File: config.mk
export PLATFORM = sky130hd
export DESIGN_NAME = lp_osc_ctrl
export DESIGN_NICKNAME = d
export VERILOG_FILES = /design/src/inc/lp_osc_pkg.sv /design/src/hw/sync_2ff.sv /design/src/hw/lp_osc_ctrl.sv
export SDC_FILE = /design/constraint.sdc
export NUM_CORES = 1
export LEC_CHECK = 0
export ABC_CLOCK_PERIOD_IN_PS = 3300
export BUFFER_PORTS_ARGS = -buffer_cell sky130_fd_sc_hd__buf_2
export CAP_MARGIN = 20
export CORE_AREA = 2 2 86 88
export DETAILED_ROUTE_END_ITERATION = 10
export DIE_AREA = 0 0 88 90
export HOLD_SLACK_MARGIN = 0.15
export MAX_ROUTING_LAYER = met4
export PLACE_DENSITY = 0.71
export SETUP_SLACK_MARGIN = 0.5
export SYNTH_ARGS = -nofsm -noshare
export SYNTH_HDL_FRONTEND = slang
export SYNTH_HIERARCHICAL = 1
export SYNTH_SLANG_ARGS = --single-unit
File: constraint.sdc
create_clock -name core_clk_in -period 3.3 [get_ports core_clk_in]
set_input_delay 0.33 -clock core_clk_in [delete_from_list [all_inputs] [get_ports core_clk_in]]
set_output_delay 0.33 -clock core_clk_in [all_outputs]
set_load 0.1 [all_outputs]
File: src/inc/lp_osc_pkg.sv
// Constants and types shared by the low-frequency oscillator control block
package lp_osc_pkg;

	// ========================================
	// Timing
	localparam int CLK_FREQ_HZ = 25_000_000;
	localparam int CLK_PER_US = CLK_FREQ_HZ / 1_000_000;
	// Detection window, typical and maximum
	localparam int FAIL_WINDOW_TYP_US = 2000;
	localparam int FAIL_WINDOW_MAX_US = 4000;
	// Window uses the typical time, not the longest allowed
	localparam int FAIL_WINDOW_CYCLES = FAIL_WINDOW_TYP_US * CLK_PER_US;
	// Arming delay; no figure given, plain default
	localparam int ARM_DELAY_US = 500;
	localparam int ARM_DELAY_CYCLES = ARM_DELAY_US * CLK_PER_US;

	// ========================================
	// Register bus
	localparam int ADDR_W = 4;
	localparam int DATA_W = 16;
	localparam logic [ADDR_W-1:0] REG_OSC_CONTROL = 4'h0;
	localparam logic [ADDR_W-1:0] REG_OSC_STATUS = 4'h1;

	// osc_control_register fields
	localparam int BIT_SWITCH_REQ = 0;
	localparam int BIT_KEEP_ON = 1;
	localparam int BIT_CLOCK_FAIL = 3;
	localparam int NEXT_SRC_LSB = 8;
	localparam int CUR_SRC_LSB = 12;
	localparam int SRC_W = 3;

	// Clock source codes
	localparam logic [SRC_W-1:0] SRC_FAST_RC = 3'h0;
	localparam logic [SRC_W-1:0] SRC_FAST_RC_PLL = 3'h1;
	localparam logic [SRC_W-1:0] SRC_PRIMARY = 3'h2;
	localparam logic [SRC_W-1:0] SRC_PRIMARY_PLL = 3'h3;
	localparam logic [SRC_W-1:0] SRC_SECONDARY = 3'h4;
	localparam logic [SRC_W-1:0] SRC_LOW_POWER_RC = 3'h5;

	// switch_monitor_mode and powerup_timer_select encodings
	localparam logic [1:0] MODE_SWITCH_AND_MONITOR = 2'h0;
	localparam int MODE_BIT_SWITCH_OFF = 1;
	localparam logic [2:0] POWERUP_TIMER_SEL_OFF = 3'h0;

	// ========================================
	// Types
	typedef struct packed {
		logic primary;
		logic fast_rc;
		logic secondary;
		logic low_power_rc;
	} osc_enables_t;

	typedef struct packed {
		logic [SRC_W-1:0] initial_source_select;
		logic [2:0] powerup_timer_select;
		logic [1:0] switch_monitor_mode;
	} config_bits_t;

	typedef enum logic [1:0] {
		MON_IDLE,
		MON_ARMING,
		MON_WATCH,
		MON_FAILED
	} monitor_state_t;

endpackage : lp_osc_pkg

File: src/hw/sync_2ff.sv
// Two-stage synchroniser for signals entering the core clock domain
module sync_2ff #(
	parameter int WIDTH = 1
) (
	input wire logic core_clk_in, // Core clock
	input wire logic reset_n_in, // Async reset, active low
	input wire logic [WIDTH-1:0] async_in, // Signals from another domain
	output logic [WIDTH-1:0] sync_out // Synchronised signals
);

	logic [WIDTH-1:0] stage_one;

	// First stage feeds the second only
	always_ff @(posedge core_clk_in or negedge reset_n_in) begin
		if (!reset_n_in) begin
			stage_one <= '0;
			sync_out <= '0;
		end else begin
			stage_one <= async_in;
			sync_out <= stage_one;
		end
	end

endmodule : sync_2ff

File: src/hw/lp_osc_ctrl.sv
// Low-frequency oscillator enables and fail-safe clock monitor
// Function
// [RULE_01] Secondary crystal is system clock by initial select or completed switch.
// [RULE_02] Secondary crystal off when not system clock or in Sleep, unless kept on.
// [RULE_03] Keep-on bit holds secondary crystal enabled whatever source is selected.
// [RULE_04] Sleep stops primary, fast RC and low-power RC; secondary only if kept on. Here low-power RC stays on in Sleep with watchdog enabled.
// [RULE_05] Low-power RC is system clock by initial select or completed switch.
// [RULE_06] Low-power RC enabled at power-on when power-up timer select is set.
// [RULE_07] After power-up timer, low-power RC stays on for monitor, watchdog or system clock.
// [RULE_08] In Sleep low-power RC runs only with watchdog enabled.
// [RULE_09] Low-power RC counts as ready at once, no start-up delay.
// [RULE_10] Mode 00 enables monitor and keeps low-power RC on except in Sleep.
// [RULE_11] No clock activity within window raises trap and switches to fast RC.
// [RULE_12] A clock failure during Sleep produces no trap or wake event.
// [RULE_13] Fail-safe switch loads current source field with the fast RC code.
// [RULE_14] Fail-safe switch sets the clock-fail flag.
// [RULE_15] Fail-safe switch clears the switch request bit.
// [RULE_16] Monitor checks only after clock ready and arming delay elapsed.
// [RULE_17] Arming delay applies only with monitor on and a crystal source selected.
// [RULE_18] Watchdog keeps its low-power RC clock through a clock failure.
// [RULE_19] Monitor enabled only when switching is enabled; first mode bit disables both.
// [RULE_20] Window counter restarted by synchronised activity, trap a single pulse.
// [RULE_21] Clock-fail flag holds until a valid switch or a reset.
module lp_osc_ctrl
	import lp_osc_pkg::*;
#(
	parameter int WINDOW_CYCLES = FAIL_WINDOW_CYCLES,
	parameter int ARM_CYCLES = ARM_DELAY_CYCLES
) (
	input wire logic core_clk_in, // Core clock, 25 MHz
	input wire logic reset_n_in, // Power-on reset, async, active low
	input wire config_bits_t config_in, // Configuration word, static
	input wire logic watchdog_enable_in, // Watchdog enabled
	input wire logic sleep_in, // Device in Sleep
	input wire logic powerup_timer_done_in, // Power-up timer expired
	input wire logic sys_clk_ready_in, // System clock ready, async
	input wire logic sys_clk_toggle_in, // Toggles on system clock activity, async
	input wire logic switch_done_in, // Sequencer finished a switch, pulse
	input wire logic [ADDR_W-1:0] addr_in, // Register address
	input wire logic [DATA_W-1:0] wdata_in, // Write data
	input wire logic wr_in, // Write strobe
	input wire logic rd_in, // Read strobe
	output logic [DATA_W-1:0] rdata_out, // Read data, cycle after strobe
	output osc_enables_t osc_enable_out, // Oscillator enables
	output logic [SRC_W-1:0] current_source_out, // Current system clock source
	output logic switch_request_out, // Switch pending for sequencer
	output logic [SRC_W-1:0] next_source_out, // Requested source
	output logic clock_fail_trap_out // Clock-failure trap, one pulse
);

	// ========================================
	// Helpers
	function automatic logic is_crystal(input logic [SRC_W-1:0] src);
		return (src == SRC_PRIMARY) || (src == SRC_PRIMARY_PLL) || (src == SRC_SECONDARY);
	endfunction : is_crystal

	function automatic logic is_primary(input logic [SRC_W-1:0] src);
		return (src == SRC_PRIMARY) || (src == SRC_PRIMARY_PLL);
	endfunction : is_primary

	function automatic logic is_fast_rc(input logic [SRC_W-1:0] src);
		return (src == SRC_FAST_RC) || (src == SRC_FAST_RC_PLL);
	endfunction : is_fast_rc

	localparam int WIN_W = $clog2(WINDOW_CYCLES + 1);
	localparam int ARM_W = $clog2(ARM_CYCLES + 1);
	localparam logic [WIN_W-1:0] WIN_LAST = WIN_W'(WINDOW_CYCLES - 1);
	localparam logic [ARM_W-1:0] ARM_LAST = ARM_W'(ARM_CYCLES - 1);

	// ========================================
	// Synchronisers and configuration
	logic [1:0] synced;
	logic activity_prev;
	logic activity;
	logic clk_ready;
	logic strap_taken;
	logic switching_enabled;
	logic monitor_enabled;

	sync_2ff #(
		.WIDTH(2)
	) u_sync (
		.core_clk_in(core_clk_in),
		.reset_n_in(reset_n_in),
		.async_in({sys_clk_ready_in, sys_clk_toggle_in}),
		.sync_out(synced)
	);

	assign clk_ready = synced[1];
	assign activity = synced[0] ^ activity_prev; // [RULE_20]
	assign switching_enabled = !config_in.switch_monitor_mode[MODE_BIT_SWITCH_OFF]; // [RULE_19]
	assign monitor_enabled = (config_in.switch_monitor_mode == MODE_SWITCH_AND_MONITOR); // [RULE_10]

	always_ff @(posedge core_clk_in or negedge reset_n_in) begin
		if (!reset_n_in) begin
			activity_prev <= 1'b0;
		end else begin
			activity_prev <= synced[0];
		end
	end

	// ========================================
	// Control register
	logic keep_on;
	logic clock_fail;
	logic fail_event;
	logic valid_switch;
	logic ctrl_write;

	assign ctrl_write = wr_in && (addr_in == REG_OSC_CONTROL);
	// A request, with switching enabled and none pending, that differs from the current source clears the fail flag
	assign valid_switch = ctrl_write && wdata_in[BIT_SWITCH_REQ] && switching_enabled
		&& !switch_request_out
		&& (wdata_in[NEXT_SRC_LSB +: SRC_W] != current_source_out);

	always_ff @(posedge core_clk_in or negedge reset_n_in) begin
		if (!reset_n_in) begin
			keep_on <= 1'b0;
			next_source_out <= SRC_FAST_RC;
		end else if (ctrl_write) begin
			keep_on <= wdata_in[BIT_KEEP_ON]; // [RULE_03]
			if (!switch_request_out) begin
				next_source_out <= wdata_in[NEXT_SRC_LSB +: SRC_W];
			end
		end
	end

	// Straps are caught after release, never under the async reset
	always_ff @(posedge core_clk_in or negedge reset_n_in) begin
		if (!reset_n_in) begin
			strap_taken <= 1'b0;
			current_source_out <= SRC_FAST_RC;
		end else if (!strap_taken) begin
			strap_taken <= 1'b1;
			current_source_out <= config_in.initial_source_select; // [RULE_01] [RULE_05]
		end else if (fail_event) begin
			current_source_out <= SRC_FAST_RC; // [RULE_13]
		end else if (switch_done_in && switch_request_out) begin
			current_source_out <= next_source_out; // [RULE_01] [RULE_05]
		end
	end

	// Fail cancel beats a software set in the same cycle
	always_ff @(posedge core_clk_in or negedge reset_n_in) begin
		if (!reset_n_in) begin
			switch_request_out <= 1'b0;
		end else if (fail_event) begin
			switch_request_out <= 1'b0; // [RULE_15]
		end else if (switch_done_in && switch_request_out) begin
			switch_request_out <= 1'b0;
		end else if (valid_switch) begin
			switch_request_out <= 1'b1; // [RULE_19]
		end
	end

	// Failure set wins over clear by a new switch
	always_ff @(posedge core_clk_in or negedge reset_n_in) begin
		if (!reset_n_in) begin
			clock_fail <= 1'b0;
		end else if (fail_event) begin
			clock_fail <= 1'b1; // [RULE_14]
		end else if (valid_switch) begin
			clock_fail <= 1'b0; // [RULE_21]
		end
	end

	// ========================================
	// Fail-safe monitor
	monitor_state_t mon_state;
	logic [WIN_W-1:0] win_cnt;
	logic [ARM_W-1:0] arm_cnt;
	logic mon_run;
	logic expired;

	// Sleep returns the monitor to idle so a dead clock raises nothing
	assign mon_run = monitor_enabled && !sleep_in; // [RULE_12] [RULE_19]
	assign expired = mon_run && (mon_state == MON_WATCH) && !activity && (win_cnt == WIN_LAST);
	assign fail_event = expired; // [RULE_11]

	always_ff @(posedge core_clk_in or negedge reset_n_in) begin
		if (!reset_n_in) begin
			mon_state <= MON_IDLE;
			arm_cnt <= '0;
		end else if (!mon_run) begin
			mon_state <= MON_IDLE;
			arm_cnt <= '0;
		end else begin
			case (mon_state)
				MON_IDLE: begin
					arm_cnt <= '0;
					if (clk_ready && strap_taken) begin // [RULE_16]
						if (is_crystal(current_source_out)) begin
							mon_state <= MON_ARMING; // [RULE_17]
						end else begin
							mon_state <= MON_WATCH;
						end
					end
				end
				MON_ARMING: begin
					arm_cnt <= arm_cnt + 1'b1;
					if (arm_cnt == ARM_LAST) begin
						mon_state <= MON_WATCH; // [RULE_16]
					end
				end
				MON_WATCH: begin
					if (expired) begin
						mon_state <= MON_FAILED;
					end
				end
				MON_FAILED: begin
					if (switch_done_in && switch_request_out) begin
						mon_state <= MON_IDLE;
					end
				end
				default: begin
					mon_state <= MON_IDLE;
				end
			endcase
		end
	end

	always_ff @(posedge core_clk_in or negedge reset_n_in) begin
		if (!reset_n_in) begin
			win_cnt <= '0;
		end else if (!mon_run || mon_state != MON_WATCH || activity) begin
			win_cnt <= '0; // [RULE_20]
		end else if (win_cnt != WIN_LAST) begin
			win_cnt <= win_cnt + 1'b1;
		end
	end

	always_ff @(posedge core_clk_in or negedge reset_n_in) begin
		if (!reset_n_in) begin
			clock_fail_trap_out <= 1'b0;
		end else begin
			clock_fail_trap_out <= fail_event; // [RULE_20]
		end
	end

	// ========================================
	// Oscillator enables
	osc_enables_t next_enables;
	logic powerup_timer_base;

	assign powerup_timer_base = (config_in.powerup_timer_select != POWERUP_TIMER_SEL_OFF) && !powerup_timer_done_in;

	always_comb begin
		next_enables = '0;
		next_enables.secondary = keep_on // [RULE_03]
			|| (!sleep_in && (current_source_out == SRC_SECONDARY
			|| (switch_request_out && next_source_out == SRC_SECONDARY))); // [RULE_02]
		if (!sleep_in) begin
			next_enables.primary = is_primary(current_source_out)
				|| (switch_request_out && is_primary(next_source_out));
			next_enables.fast_rc = is_fast_rc(current_source_out)
				|| (switch_request_out && is_fast_rc(next_source_out));
			// Failure leaves this term alone so the watchdog keeps ticking
			next_enables.low_power_rc = powerup_timer_base || monitor_enabled || watchdog_enable_in
				|| current_source_out == SRC_LOW_POWER_RC
				|| (switch_request_out && next_source_out == SRC_LOW_POWER_RC); // [RULE_06] [RULE_07] [RULE_10] [RULE_18]
		end else begin
			next_enables.low_power_rc = watchdog_enable_in; // [RULE_04] [RULE_08]
		end
	end

	always_ff @(posedge core_clk_in or negedge reset_n_in) begin
		if (!reset_n_in) begin
			osc_enable_out <= '0;
		end else begin
			osc_enable_out <= next_enables; // [RULE_09]
		end
	end

	// ========================================
	// Read port
	always_ff @(posedge core_clk_in or negedge reset_n_in) begin
		if (!reset_n_in) begin
			rdata_out <= '0;
		end else if (rd_in && addr_in == REG_OSC_CONTROL) begin
			rdata_out <= '0;
			rdata_out[CUR_SRC_LSB +: SRC_W] <= current_source_out;
			rdata_out[NEXT_SRC_LSB +: SRC_W] <= next_source_out;
			rdata_out[BIT_CLOCK_FAIL] <= clock_fail;
			rdata_out[BIT_KEEP_ON] <= keep_on;
			rdata_out[BIT_SWITCH_REQ] <= switch_request_out;
		end else if (rd_in && addr_in == REG_OSC_STATUS) begin
			rdata_out <= {{(DATA_W - 6){1'b0}}, mon_state, osc_enable_out};
		end else begin
			rdata_out <= '0;
		end
	end
endmodule : lp_osc_ctrl

==> impl_metrics.csv <==
group,metric,value,unit
setup_path,crit_cells,5,
timing,skew,0.008049,ns
synth,syn_area,3074,µm²
synth,ys_types,47,
clocking,ctsHoldBuffers,3,
route,drtIter0Drc,82,
global_routing,grt_usage,17.62,%
timing,timing.fmax,429.3,MHz
die,dieHeight,90,µm
synth,synth-compound-area-share,9.972,%
synth,synth_top_family_by_area,"simple AND/OR/NAND/NOR gates",
synth,synth-adder-area-share,2.442,%
job,max_cap_violations,0,
synth,yosys.area.top_type_share,52.10,%
die,io_pins,66,
clocking,cts_buffers,9,
synth,ys_ff_latch,64,
clocking,insertion_delay,0.34,ns
timing,fin_crit_sh,70.59,%
timing,final.min_clock_period,2.330,ns
setup_path,crit_path_end_kind,"flop",
setup_path,crit_required,3.53,ns
synth,synth_xor_area_share,5.698,%
synth,yosys.area_share.simple,22.87,%
route,viasPerCell,5.225,
synth,yosysWarnings,6,
global_routing,antenna_found_initial,0,
route,dr.pass1.iters,5,
global_routing,grt_pass1_vias,2376,
setup_path,start_kind,"flop",
setup_path,worst_path_max_delay_cell,"or4b_1",
synth,ys_async_sr_fraction,100.0,%
clocking,cts_buffer_depth,2,
power,p_comb_share,15.8,%
synth,synth_ff_type,"dfrtp_1",
layout,area_growth,18.36,%
clocking,post_cts_resized,0,
synth,synth_largest_area_cell,"dfrtp_1",
route,finalWirelength,6.273,mm
run_status,status,"complete, no violations",
min_path,holdPathStages,2,
setup_path,crit_path_max_incr_delay,0.54,ns
setup_path,crit_family,"simple AND/OR/NAND/NOR gates",
route,num_vias,2440,
setup_path,path_buf_inv,0,
setup_path,worstPathMaxFanout,5,
placement,gp_congestion,0.8500,
layout,layout-drive-gt1-share,21.47,%
clocking,cts_tree,"yes",
route,drc,0,
power,p_int,0.001219,W
layout,n_antenna_cell,0,
timing,rsz0062_at_grt,"no",
clocking,cts_sinks,64,
power,leakage,1.688,nW
placement,dp_hpwl,4.408,mm
placement,io_buffers,50,
clocking,cts.clk_slew.worst_paths,0.07,ns
synth,synthTopCellsByArea,"dfrtp_1 52%, o21ai_0 4.4%, nor2_1 3.8%",
layout,nets,407,
placement,placed_area,3413,µm²
timing,hold_ws,0.1976,ns
route,detail-route-antenna-nets,0,
timing,finalSetupViolations,0,
setup_path,critPathKind,"flop to flop",
min_path,hp-class,"input port to flop",
synth,yosys.cell_count.top_type,"dfrtp_1",
synth,syn_area_per_cell,10.08,µm²
die,rows,31,
timing,maxSlewHeadroom,54.46,%
synth,seq_area_frac_synth,52.10,%
synth,netlist_instances,305,
power,ir_drop,0.0002001,V
global_routing,grt_max_degree,34,
power,power_switching,0.0005642,W
setup_path,path_cells,"or4b_1, o41ai_2, nand2_1, or4_1, and3_1",
synth,synthMuxAreaShare,3.460,%
die,die_w,88,µm
global_routing,grt_pass1_wl,10.76,mm
clocking,htree_levels,3,
layout,design_area,3638,µm²
power,switching_share,31.65,%
die,die-area,7920,µm²
route,detail_route.wl_per_cell,13.43,µm
timing,hold_viol,0,
setup_path,worstPathArrival,2.56,ns
clocking,cts_setup_buffers,0,
timing,maxSlewViolCount,0,
power,power_frac_clock,37.2,%
timing,setup_tns,0,ns
power,p_seq_share,47.0,%
timing,worstMarginPinSlew,0.6831,ns
clocking,cts_root_buf,"clkbuf_8",
die,start_util,43.79,%
power,power_density,490.0,nW/µm²
synth,synth_common_cells,"64 x dfrtp_1, 31 x nor2_1, 27 x o21ai_0, 25 x nand2_1, 18 x nand3_1",
die,core_area,7020,µm²
setup_path,reg2reg_depth,5,
synth,synth_edf_count,0,
global_routing,grt_overflow,0,
[cells in the final DEF, fill, tap and decap left out, types with 2 or more instances in the layout]
cell type | Yosys | final
dlygate4sd3_1 | 0 | 3
nand3b_1 | 5 | 5
mux2i_1 | 5 | 5
and4b_1 | 3 | 3
mux2_2 | 5 | 5
xnor2_1 | 10 | 10
a31oi_1 | 4 | 4
nor4b_1 | 2 | 2
buf_2 | 1 | 50
clkbuf_8 | 0 | 9
and3_1 | 9 | 9
buf_4 | 4 | 3
nand4_1 | 8 | 8
clkinvlp_4 | 0 | 3
conb_1 | 2 | 5
nor3_1 | 7 | 7
a21oi_1 | 7 | 7
and2_1 | 8 | 8
nand2b_1 | 3 | 3
o21a_1 | 2 | 2
nor2_1 | 31 | 31
clkinv_2 | 0 | 2
dfrtp_1 | 64 | 64
nand3_1 | 18 | 18
nor4_1 | 2 | 2
xor2_1 | 10 | 10
and4_1 | 2 | 2
o21bai_1 | 2 | 2
ha_1 | 6 | 6
a21o_1 | 2 | 2
o21ai_0 | 27 | 27
inv_1 | 8 | 8
nand2_1 | 25 | 25
[logic make-up (layout without fill, tap and decap cells)]
| kind of cell | Yosys count | after routing |
|---|---|---|
| AOI/OAI and AO/OA | 51 | 51 |
| xor gates and xnor gates | 20 | 20 |
| adders and majority gates | 6 | 6 |
| buffers and inverters | 20 | 80 |
| DFF | 64 | 64 |
| muxes | 10 | 10 |
| other | 2 | 5 |
| and+or+nand+nor | 132 | 132 |
[final timing paths]
check | start | end | slack (ns)
max | arm_cnt[11]$_DFFE_PN0P_ | mon_state[1]$_DFFE_PN0P_ | 0.97
min | watchdog_enable_in | osc_enable_out[0]$_DFF_PN0_ | 0.20
max reg2reg | arm_cnt[11]$_DFFE_PN0P_ | mon_state[1]$_DFFE_PN0P_ | 0.97
min reg2reg | u_sync/stage_one[0]$_DFF_PN0_ | u_sync/sync_out[0]$_DFF_PN0_ | 0.35
max in group asynchronous | reset_n_in | arm_cnt[3]$_DFFE_PN0P_ | 1.87
min in group asynchronous | reset_n_in | rdata_out[2]$_DFF_PN0_ | 0.56
[registers in the layout, summed over array words and instances, names as in the netlist]
| register | count |
|---|---|
| osc_enable_out | 4 |
| strap_taken | 1 |
| u_sync/stage_one | 2 |
| u_sync/sync_out | 2 |
| clock_fail | 1 |
| rdata_out | 12 |
| mon_state | 2 |
| next_source_out | 3 |
| activity_prev | 1 |
| current_source_out | 3 |
| keep_on | 1 |
| arm_cnt | 14 |
| switch_request_out | 1 |
| clock_fail_trap_out | 1 |
| win_cnt | 16 |
[power by group through the flow]
stage	sequential [W]	clock [W]	combinational, W
floorplan	0.000987	0	0.0000770
global placement	0.000852	0	0.000278
detailed placement	0.000853	0	0.000280
CTS	0.000839	0.000683	0.000284
global route	0.000843	0.000721	0.000295
finish	0.000839	0.000663	0.000281
[layout make-up]
class	instances	area [µm²]
fillers	637	3382
clock inverters	7	71.32
well taps	99	123.9
flip-flops and latches	64	1602
multi-input cells	224	1385
repair buffers	56	302.8
inverters	8	30.03
clock buffers	9	123.9
[layer usage]
metal	GRT usage, %	vias up	part of all wire [%]
met1	22.08	1171	46
met5	-	-	0
met4	9.615	0	1.9
met2	26.45	75	47
li1	-	1180	-
met3	3.673	14	5.2
[worst reg2reg max path, stage by stage, from the launching register on]
cell and delay, ns:
dfrtp_1 0.42, or4b_1 0.54, o41ai_2 0.39, nand2_1 0.16, or4_1 0.53, and3_1 0.18
[metrics by stage]
step                      utilization (%)  total power (W)  setup WS, ns  std cells
after floorplan                         -         0.001064        0.8942        308
after global placement              48.62         0.001130         1.031        448
after detailed placement            48.62         0.001132        0.9979        448
after CTS                           51.83         0.001806        0.9732        467
after global routing                51.83         0.001859        0.8489        467
final                               51.83         0.001783        0.9704        467
Note: power is estimated with default switching activity, not from simulation.
